**src/logic/taa_pkg.sv**
```systemverilog
// constants, register map and field positions of the thread aging priority block
package taa_pkg;
    // ------------------------------------------------------------------
    // thread slots and age numbers
    // ------------------------------------------------------------------
    localparam int unsigned NUM_THREADS = 8;
    localparam int unsigned SLOT_W      = 3;
    localparam int unsigned AGE_W       = 3;
    localparam logic [AGE_W-1:0] AGE_RESET = 3'h0;
    // ------------------------------------------------------------------
    // register byte offsets
    // ------------------------------------------------------------------
    localparam logic [7:0] OFS_CTRL        = 8'h00;
    localparam logic [7:0] OFS_THREAD_SEL  = 8'h04;
    localparam logic [7:0] OFS_STATE_WORD0 = 8'h08;
    localparam logic [7:0] OFS_RESIDENT    = 8'h0C;
    localparam logic [7:0] OFS_PICK        = 8'h10;
    localparam logic [7:0] OFS_LAUNCH_CNT  = 8'h14;
    localparam logic [7:0] OFS_RESTORE_CNT = 8'h18;
    // ------------------------------------------------------------------
    // field positions and reset values
    // ------------------------------------------------------------------
    localparam int unsigned SW_CLASS_BIT   = 23;
    localparam int unsigned SW_AGE_LSB     = 20;
    localparam int unsigned SW_RSVD_MSB    = 19;
    localparam int unsigned SW_RSVD_LSB    = 14;
    localparam int unsigned SW_SLICE_LSB   = 11;
    localparam int unsigned SW_DSS_LSB     = 9;
    localparam int unsigned SW_SUBSL_BIT   = 8;
    localparam int unsigned CTRL_SCHED_BIT = 0;
    localparam int unsigned RES_CLASS_LSB  = 8;
    localparam int unsigned PICK_VALID_BIT = 8;
    localparam logic        CTRL_SCHED_RST = 1'b1;
    localparam logic [SLOT_W-1:0] SEL_RST  = 3'h0;
    localparam logic [31:0] CNT_RST        = 32'h0000_0000;
endpackage : taa_pkg

```
**src/logic/taa_reg_if.sv**
```systemverilog
// register access carrier between the bus front end and the core
`timescale 1ns/1ps
interface taa_reg_if;
    logic        wr_en;
    logic [7:0]  wr_addr;
    logic [31:0] wr_data;
    logic        rd_en;
    logic [7:0]  rd_addr;
    logic [31:0] rd_data;
    modport port (output wr_en, wr_addr, wr_data, rd_en, rd_addr,
                  input  rd_data);
    modport core (input  wr_en, wr_addr, wr_data, rd_en, rd_addr,
                  output rd_data);
endinterface : taa_reg_if

```
**src/logic/taa_ahb_port.sv**
```systemverilog
// ahb-lite slave front end: zero wait states, always okay
`timescale 1ns/1ps
module taa_ahb_port
    import taa_pkg::*;
(
    // clock and reset
    input  wire logic        ref_clk_in,
    input  wire logic        sys_rst_in,
    // ahb-lite slave
    input  wire logic        hsel_in,
    input  wire logic [31:0] haddr_in,
    input  wire logic [1:0]  htrans_in,
    input  wire logic        hwrite_in,
    input  wire logic [2:0]  hsize_in,
    input  wire logic [31:0] hwdata_in,
    input  wire logic        hready_in,
    output logic             hreadyout_out,
    output logic             hresp_out,
    output logic [31:0]      hrdata_out,
    // core side
    taa_reg_if.port          regs
);
    logic        ap_take;
    logic        wr_pend_q;
    logic        wr_pend_d;
    logic [7:0]  wr_addr_q;
    logic [7:0]  wr_addr_d;
    logic [31:0] hrdata_q;
    logic [31:0] hrdata_d;

    // ------------------------------------------------------------------
    // address phase capture, read data registered for the data phase
    // ------------------------------------------------------------------
    always_comb begin
        ap_take   = hsel_in && htrans_in[1] && hready_in
                    && (hsize_in == 3'h2);
        wr_pend_d = ap_take && hwrite_in;
        wr_addr_d = ap_take ? haddr_in[7:0] : wr_addr_q;
        hrdata_d  = (ap_take && !hwrite_in) ? regs.rd_data : hrdata_q;
    end

    always_ff @(posedge ref_clk_in or posedge sys_rst_in) begin
        if (sys_rst_in) begin
            wr_pend_q <= 1'b0;
            wr_addr_q <= 8'h00;
            hrdata_q  <= 32'h0000_0000;
        end else begin
            wr_pend_q <= wr_pend_d;
            wr_addr_q <= wr_addr_d;
            hrdata_q  <= hrdata_d;
        end
    end

    assign regs.rd_en    = ap_take && !hwrite_in;
    assign regs.rd_addr  = haddr_in[7:0];
    assign regs.wr_en    = wr_pend_q;
    assign regs.wr_addr  = wr_addr_q;
    assign regs.wr_data  = hwdata_in;
    assign hreadyout_out = 1'b1;
    assign hresp_out     = 1'b0;
    assign hrdata_out    = hrdata_q;
endmodule : taa_ahb_port

```
**src/logic/taa_pick.sv**
```systemverilog
// scheduler pick: class first, then the larger age number
`timescale 1ns/1ps
module taa_pick
    import taa_pkg::*;
#(
    parameter int unsigned NT = NUM_THREADS
)(
    // clock and reset
    input  wire logic              ref_clk_in,
    input  wire logic              sys_rst_in,
    // candidate threads
    input  wire logic [NT-1:0]     cand_in,
    input  wire logic [NT-1:0]     high_class_in,
    input  wire logic [AGE_W-1:0]  age_in [NT],
    // chosen thread
    output logic                   pick_valid_out,
    output logic [SLOT_W-1:0]      pick_slot_out
);
    logic              valid_q;
    logic              valid_d;
    logic [SLOT_W-1:0] slot_q;
    logic [SLOT_W-1:0] slot_d;
    logic [AGE_W:0]    best_key;

    // ------------------------------------------------------------------
    // compare {class, age}; ages are distinct so the winner is unique
    // ------------------------------------------------------------------
    always_comb begin
        valid_d  = 1'b0;
        slot_d   = slot_q;
        best_key = '0;
        for (int unsigned i = 0; i < NT; i++) begin
            if (cand_in[i] && (!valid_d ||
                {high_class_in[i], age_in[i]} > best_key)) begin
                valid_d  = 1'b1;
                slot_d   = SLOT_W'(i);
                best_key = {high_class_in[i], age_in[i]};
            end
        end
    end

    always_ff @(posedge ref_clk_in or posedge sys_rst_in) begin
        if (sys_rst_in) begin
            valid_q <= 1'b0;
            slot_q  <= SEL_RST;
        end else begin
            valid_q <= valid_d;
            slot_q  <= slot_d;
        end
    end

    assign pick_valid_out = valid_q;
    assign pick_slot_out  = slot_q;
endmodule : taa_pick

```
**src/logic/taa_top.sv**
```systemverilog
// thread aging priority tracker for one execution unit, with ahb registers
//
// Summary of operation
// - a high class thread always outranks a low class thread, age aside
// - every resident thread on the execution unit holds a distinct age
// - within one class the larger age number, the older thread, wins
// - a dispatched thread starts with age zero
// - an age grows only when another thread's new or grown age reaches it
// - a restored thread gets a fresh age, the saved one is not used
// - age is zero after reset and cannot be written
// - state word shows slice 13:11, dual subslice 10:9, subslice 8
//
// Local design decisions: register access over AHB-Lite and the placing of the registers.
`timescale 1ns/1ps
module taa_top
    import taa_pkg::*;
#(
    parameter int unsigned NT = NUM_THREADS
)(
    // clock and reset
    input  wire logic              ref_clk_in,
    input  wire logic              sys_rst_in,

    // ahb-lite slave
    input  wire logic              hsel_in,
    input  wire logic [31:0]       haddr_in,
    input  wire logic [1:0]        htrans_in,
    input  wire logic              hwrite_in,
    input  wire logic [2:0]        hsize_in,
    input  wire logic [31:0]       hwdata_in,
    input  wire logic              hready_in,
    output logic                   hreadyout_out,
    output logic                   hresp_out,
    output logic [31:0]            hrdata_out,

    // thread dispatcher
    input  wire logic              dispatch_valid_in,
    input  wire logic              restore_valid_in,
    input  wire logic [SLOT_W-1:0] dispatch_slot_in,
    input  wire logic              dispatch_class_in,
    input  wire logic              retire_valid_in,
    input  wire logic [SLOT_W-1:0] retire_slot_in,

    // thread readiness
    input  wire logic [NT-1:0]     ready_mask_in,

    // location of this execution unit
    input  wire logic [2:0]        slice_id_in,
    input  wire logic [1:0]        dss_id_in,
    input  wire logic              subslice_id_in,

    // scheduler choice
    output logic                   pick_valid_out,
    output logic [SLOT_W-1:0]      pick_slot_out,

    // per-thread view
    output logic [NT-1:0]          resident_out,
    output logic [NT-1:0]          high_class_out
);
    // ------------------------------------------------------------------
    // state
    // ------------------------------------------------------------------
    logic [NT-1:0]      resident_q;
    logic [NT-1:0]      resident_d;

    logic [NT-1:0]      class_q;
    logic [NT-1:0]      class_d;

    logic [AGE_W-1:0]   age_q [NT];
    logic [AGE_W-1:0]   age_d [NT];

    logic               sched_en_q;
    logic               sched_en_d;

    logic [SLOT_W-1:0]  sel_q;
    logic [SLOT_W-1:0]  sel_d;

    logic [31:0]        launch_cnt_q;
    logic [31:0]        launch_cnt_d;

    logic [31:0]        restore_cnt_q;
    logic [31:0]        restore_cnt_d;

    logic [2:0]         slice_q;
    logic [1:0]         dss_q;
    logic               subsl_q;

    logic               launch;
    logic [NT-1:0]      stays;
    logic [NT:0]        age_used;
    logic [AGE_W:0]     free_age;
    logic [NT-1:0]      cand;

    taa_reg_if regs ();

    // ------------------------------------------------------------------
    // state word formatting, used by the read mux
    // ------------------------------------------------------------------
    function automatic logic [31:0] state_word(
        input logic             hi,
        input logic [AGE_W-1:0] age,
        input logic [2:0]       slice,
        input logic [1:0]       dss,
        input logic             subsl
    );
        logic [31:0] w;

        w = 32'h0000_0000;
        w[SW_CLASS_BIT] = hi;
        w[SW_AGE_LSB +: AGE_W] = age;
        w[SW_RSVD_MSB:SW_RSVD_LSB] = 6'h00;
        w[SW_SLICE_LSB +: 3] = slice;
        w[SW_DSS_LSB +: 2] = dss;
        w[SW_SUBSL_BIT] = subsl;

        return w;
    endfunction : state_word

    // ------------------------------------------------------------------
    // bus front end
    // ------------------------------------------------------------------
    taa_ahb_port u_port (
        .ref_clk_in    (ref_clk_in),
        .sys_rst_in    (sys_rst_in),
        .hsel_in       (hsel_in),
        .haddr_in      (haddr_in),
        .htrans_in     (htrans_in),
        .hwrite_in     (hwrite_in),
        .hsize_in      (hsize_in),
        .hwdata_in     (hwdata_in),
        .hready_in     (hready_in),
        .hreadyout_out (hreadyout_out),
        .hresp_out     (hresp_out),
        .hrdata_out    (hrdata_out),
        .regs          (regs)
    );

    // ------------------------------------------------------------------
    // age tracking
    // ------------------------------------------------------------------
    always_comb begin
        // restore launches exactly like dispatch, no saved age taken
        launch = dispatch_valid_in || restore_valid_in;

        // threads that remain and keep their age bookkeeping
        for (int unsigned i = 0; i < NT; i++) begin
            stays[i] = resident_q[i]
                && !(launch && dispatch_slot_in == SLOT_W'(i))
                && !(retire_valid_in && retire_slot_in == SLOT_W'(i));
        end

        // lowest age not held: the end of the bump chain
        age_used = '0;
        for (int unsigned i = 0; i < NT; i++) begin
            if (stays[i]) begin
                age_used[age_q[i]] = 1'b1;
            end
        end

        free_age = (AGE_W+1)'(NT);
        for (int i = NT; i >= 0; i--) begin
            if (!age_used[i]) begin
                free_age = (AGE_W+1)'(i);
            end
        end

        for (int unsigned i = 0; i < NT; i++) begin
            resident_d[i] = stays[i];
            class_d[i]    = stays[i] ? class_q[i] : 1'b0;
            age_d[i]      = stays[i] ? age_q[i] : AGE_RESET;

            // the zero-aged chain moves up one, others hold
            if (launch && stays[i]
                && {1'b0, age_q[i]} < free_age) begin
                age_d[i] = age_q[i] + AGE_W'(1);
            end
            if (launch && dispatch_slot_in == SLOT_W'(i)) begin
                resident_d[i] = 1'b1;
                class_d[i]    = dispatch_class_in;
                age_d[i]      = AGE_RESET;
            end
        end
    end

    always_ff @(posedge ref_clk_in or posedge sys_rst_in) begin
        if (sys_rst_in) begin
            resident_q <= '0;
            class_q    <= '0;
            for (int unsigned i = 0; i < NT; i++) begin
                age_q[i] <= AGE_RESET;
            end
        end else begin
            resident_q <= resident_d;
            class_q    <= class_d;
            age_q      <= age_d;
        end
    end

    // ------------------------------------------------------------------
    // scheduler
    // ------------------------------------------------------------------
    always_comb begin
        cand = (sched_en_q ? ready_mask_in : '0) & resident_q;
    end

    taa_pick #(
        .NT (NT)
    ) u_pick (
        .ref_clk_in     (ref_clk_in),
        .sys_rst_in     (sys_rst_in),
        .cand_in        (cand),
        .high_class_in  (class_q),
        .age_in         (age_q),
        .pick_valid_out (pick_valid_out),
        .pick_slot_out  (pick_slot_out)
    );

    // ------------------------------------------------------------------
    // register writes and counters
    // ------------------------------------------------------------------
    always_comb begin
        sched_en_d    = sched_en_q;
        sel_d         = sel_q;
        launch_cnt_d  = launch_cnt_q + 32'(dispatch_valid_in);
        restore_cnt_d = restore_cnt_q + 32'(restore_valid_in);

        if (regs.wr_en) begin
            unique case (regs.wr_addr)
                OFS_CTRL: begin
                    sched_en_d = regs.wr_data[CTRL_SCHED_BIT];
                end
                OFS_THREAD_SEL: begin
                    sel_d = regs.wr_data[SLOT_W-1:0];
                end
                // read-only words, the age field among them, ignore writes
                default: begin
                    sched_en_d = sched_en_q;
                end
            endcase
        end
    end

    always_ff @(posedge ref_clk_in or posedge sys_rst_in) begin
        if (sys_rst_in) begin
            sched_en_q    <= CTRL_SCHED_RST;
            sel_q         <= SEL_RST;
            launch_cnt_q  <= CNT_RST;
            restore_cnt_q <= CNT_RST;

            slice_q       <= 3'h0;
            dss_q         <= 2'h0;
            subsl_q       <= 1'b0;
        end else begin
            sched_en_q    <= sched_en_d;
            sel_q         <= sel_d;
            launch_cnt_q  <= launch_cnt_d;
            restore_cnt_q <= restore_cnt_d;

            slice_q       <= slice_id_in;
            dss_q         <= dss_id_in;
            subsl_q       <= subslice_id_in;
        end
    end

    // ------------------------------------------------------------------
    // register reads
    // ------------------------------------------------------------------
    always_comb begin
        regs.rd_data = 32'h0000_0000;

        if (regs.rd_en) begin
            unique case (regs.rd_addr)
                OFS_CTRL: begin
                    regs.rd_data[CTRL_SCHED_BIT] = sched_en_q;
                end
                OFS_THREAD_SEL: begin
                    regs.rd_data[SLOT_W-1:0] = sel_q;
                end
                OFS_STATE_WORD0: begin
                    regs.rd_data = state_word(class_q[sel_q],
                        age_q[sel_q], slice_q, dss_q, subsl_q);
                end
                OFS_RESIDENT: begin
                    regs.rd_data[NT-1:0] = resident_q;
                    regs.rd_data[RES_CLASS_LSB +: NT] = class_q;
                end
                OFS_PICK: begin
                    regs.rd_data[PICK_VALID_BIT] = pick_valid_out;
                    regs.rd_data[SLOT_W-1:0]     = pick_slot_out;
                end
                OFS_LAUNCH_CNT: begin
                    regs.rd_data = launch_cnt_q;
                end
                OFS_RESTORE_CNT: begin
                    regs.rd_data = restore_cnt_q;
                end
                default: begin
                    regs.rd_data = 32'h0000_0000;
                end
            endcase
        end
    end

    assign resident_out   = resident_q;
    assign high_class_out = class_q;
endmodule : taa_top

```
**config.mk**
```make
export PLATFORM = sky130hd
export DESIGN_NAME = taa_top
export DESIGN_NICKNAME = d
export VERILOG_FILES = /design/src/logic/taa_pkg.sv /design/src/logic/taa_reg_if.sv /design/src/logic/taa_ahb_port.sv /design/src/logic/taa_pick.sv /design/src/logic/taa_top.sv
export SDC_FILE = /design/constraint.sdc
export NUM_CORES = 1
export LEC_CHECK = 0
export BUFFER_PORTS_ARGS = -buffer_cell sky130_fd_sc_hd__buf_2
export CAP_MARGIN = 40
export CORE_UTILIZATION = 40
export CTS_CLUSTER_SIZE = 8
export DETAILED_ROUTE_END_ITERATION = 10
export PLACE_DENSITY = 0.59
export SYNTH_ARGS = -nofsm -noshare
export SYNTH_HDL_FRONTEND = slang
export SYNTH_HIERARCHICAL = 1
export SYNTH_SLANG_ARGS = --single-unit
```
**constraint.sdc**
```tcl
create_clock -name ref_clk_in -period 12.5 [get_ports ref_clk_in]
set_input_delay 1.25 -clock ref_clk_in [delete_from_list [all_inputs] [get_ports ref_clk_in]]
set_output_delay 1.25 -clock ref_clk_in [all_outputs]
set_load 0.01 [all_outputs]
```
==> results.yml <==
critical_path:
  cp_slowest_cell: "and3_1"
  critical_path_peak_fanout: 17
  startpoint_type: "input pin"
  startpoint: "ready_mask_in[0]"
  critPathArrivalTime_ps: 12050
  slowest_delay_ps: 510
  path_common_cell: "ha_1"
  path_class: "input pin to register"
  crit_required_ps: 12830
  reg2reg_from: "sched_en_q"
  end_kind: "register"
sta:
  clock_skew_ps: 16.8
  slew_violations: 0
  max_freq_mhz: 85.4
  finalHoldViolations: 0
  period_share: 0.937
  setup_viol: 0
  fin_crit_ps: 11710
  rsz0062_at_grt: "no"
  tightest_slew_ps: 886
  maxSlewHeadroom: 0.408
  finalSetupTns_ps: 0
  whs_ps: 481
global_route:
  grt_max_degree: 55
  grt_usage: 0.226
  antenna_found_initial: 1
  overflow: 0
  grt_pass1_wl_um: 48700
  grt_pass1_vias: 8527
route:
  drcViolationCount: 0
  highest_layer: "met4"
  drt_iter0_markers: 843
  vias: 8952
  detail-route-antenna-nets: 0
  wirelength_um: 31200
  viasPerCell: 5.94
  routedWlPerCell_um: 20.7
  routedLengthMet1_um: 14400
  wl_met3_um: 1610
  dr.pass1.iters: 6
  wl_met2_um: 14100
floorplan:
  placeableCoreArea_sq_um: 27000
  io_pins: 152
  rows: 60
  fp.dieH_um: 168
  start_util: 0.407
  die_area_sq_um: 28100
  die_w_um: 168
power_and_ir_drop:
  ir_drop_mv: 0.0909
  powerDensity_nw_per_um2: 155
  p_leak_nw: 5.35
layout:
  fin_nets: 1304
  drive_gt1_frac: 0.202
  areaGrowthSynthToFinish_pct: 11.0
clock_tree:
  cts_root_buf: "clkbuf_16"
  tritoncts: "built"
  clock_latency_ps: 450
  cts.sinks: 159
  cts_buffers: 17
  htree_levels: 4
  postCtsSetupBuffers: 0
  path_clk_slew_ps: 80
  clock_path_buffers: 2
min_path:
  hp-start: "launch_cnt_q[31]"
  hold_path_class: "register to register"
synthesis:
  avgSynthCellArea_sq_um: 9.94
  postSynthNetCount: 1257
  yosysWarnings: 6
  syn_area_sq_um: 11000
  syn_inst: 1103
run:
  cap_violations: 0
place:
  dpl.hpwl_um: 23000
  gp_congestion: 0.924
  io_buffers: 95
run_status:
  run_status: "completed"
registers in the layout, summed over array words and instances (netlist names):
name and cells:
u_port/regs.wr_addr 8, slice_q 3, subsl_q 1, u_port/hrdata_out 32
high_class_out 8, sel_q 3, age_q 24, launch_cnt_q 32
sched_en_q 1, restore_cnt_q 32, dss_q 2, u_pick/pick_valid_out 1
u_pick/pick_slot_out 3, u_port/regs.wr_en 1, resident_out 8
through the flow:
stage | setup slack, ps | instances | total power, W | instance area, sq um | util
after floorplan | 1680 | 1103 | 0.00115 | 11000 | -
after global placement | 511 | 1469 | 0.00133 | 11500 | 0.427
after detailed placement | 432 | 1472 | 0.00135 | 11600 | 0.429
after CTS | 844 | 1504 | 0.00189 | 12200 | 0.451
after global routing | 130 | 1505 | 0.00200 | 12200 | 0.452
final | 786 | 1506 | 0.00189 | 12200 | 0.452
worst max-delay path, delay by kind of cell:
kind	cells	cell delay (ps)
buffers and inverters	2	170
and+or+nand+nor	13	2830
AOI/OAI and AO/OA	22	5370
adders and majority gates	7	2180
muxes	1	230
final cells by class:
cell class | count | area, sq um
multi-input cells | 839 | 6460
well taps | 341 | 427
inverters | 26 | 100
diodes | 2 | 5.00
repair buffers | 107 | 598
clock buffers | 17 | 425
clock inverters | 15 | 180
flip-flops and latches | 159 | 3980
fillers | 2569 | 14800
final timing paths:
check,end,slack [ps],depth (start not counted)
setup / recovery,u_pick/pick_slot_out[0],790,45
min in group asynchronous,u_pick/pick_slot_out[2],740,2
setup reg to reg,u_pick/pick_slot_out[0],1100,44
max in group asynchronous,restore_cnt_q[9],10340,4
hold reg to reg,launch_cnt_q[31],480,1
hold / removal,launch_cnt_q[31],480,1
layout by cell type, fill, tap and decap left out, types with 18 or more instances in the layout:
cell type and count:
dfrtp_1 158, buf_2 95, nand2_1 80, nor2_1 72, ha_1 56, xnor2_1 46, o211ai_1 41, nand3_1 39
nor2b_1 31, mux2_4 29, nand4_1 28, a21oi_1 27, and3_1 26, xor2_1 26, mux2_2 25, inv_1 25
a222oi_1 18
routing by layer:
layer,vias up,track usage
met3,64,0.0388
met2,279,0.351
met1,4372,0.309
met5,-,0
met4,0,0.0965
li1,4237,-
power breakdown:
part / switching [W] / total [W] / internal, W
Clock: 0.000265 / 0.000538 / 0.000273
Combinational: 0.000347 / 0.000625 / 0.000278
Sequential: 0.000149 / 0.000724 / 0.000575
what timing repair did:
item | CTS | global route
hold buffers | 0 | 0
gates resized for setup | 0 | 1
endpoints found under the setup margin | 0 | 1
(Power assumes the default switching activity.)
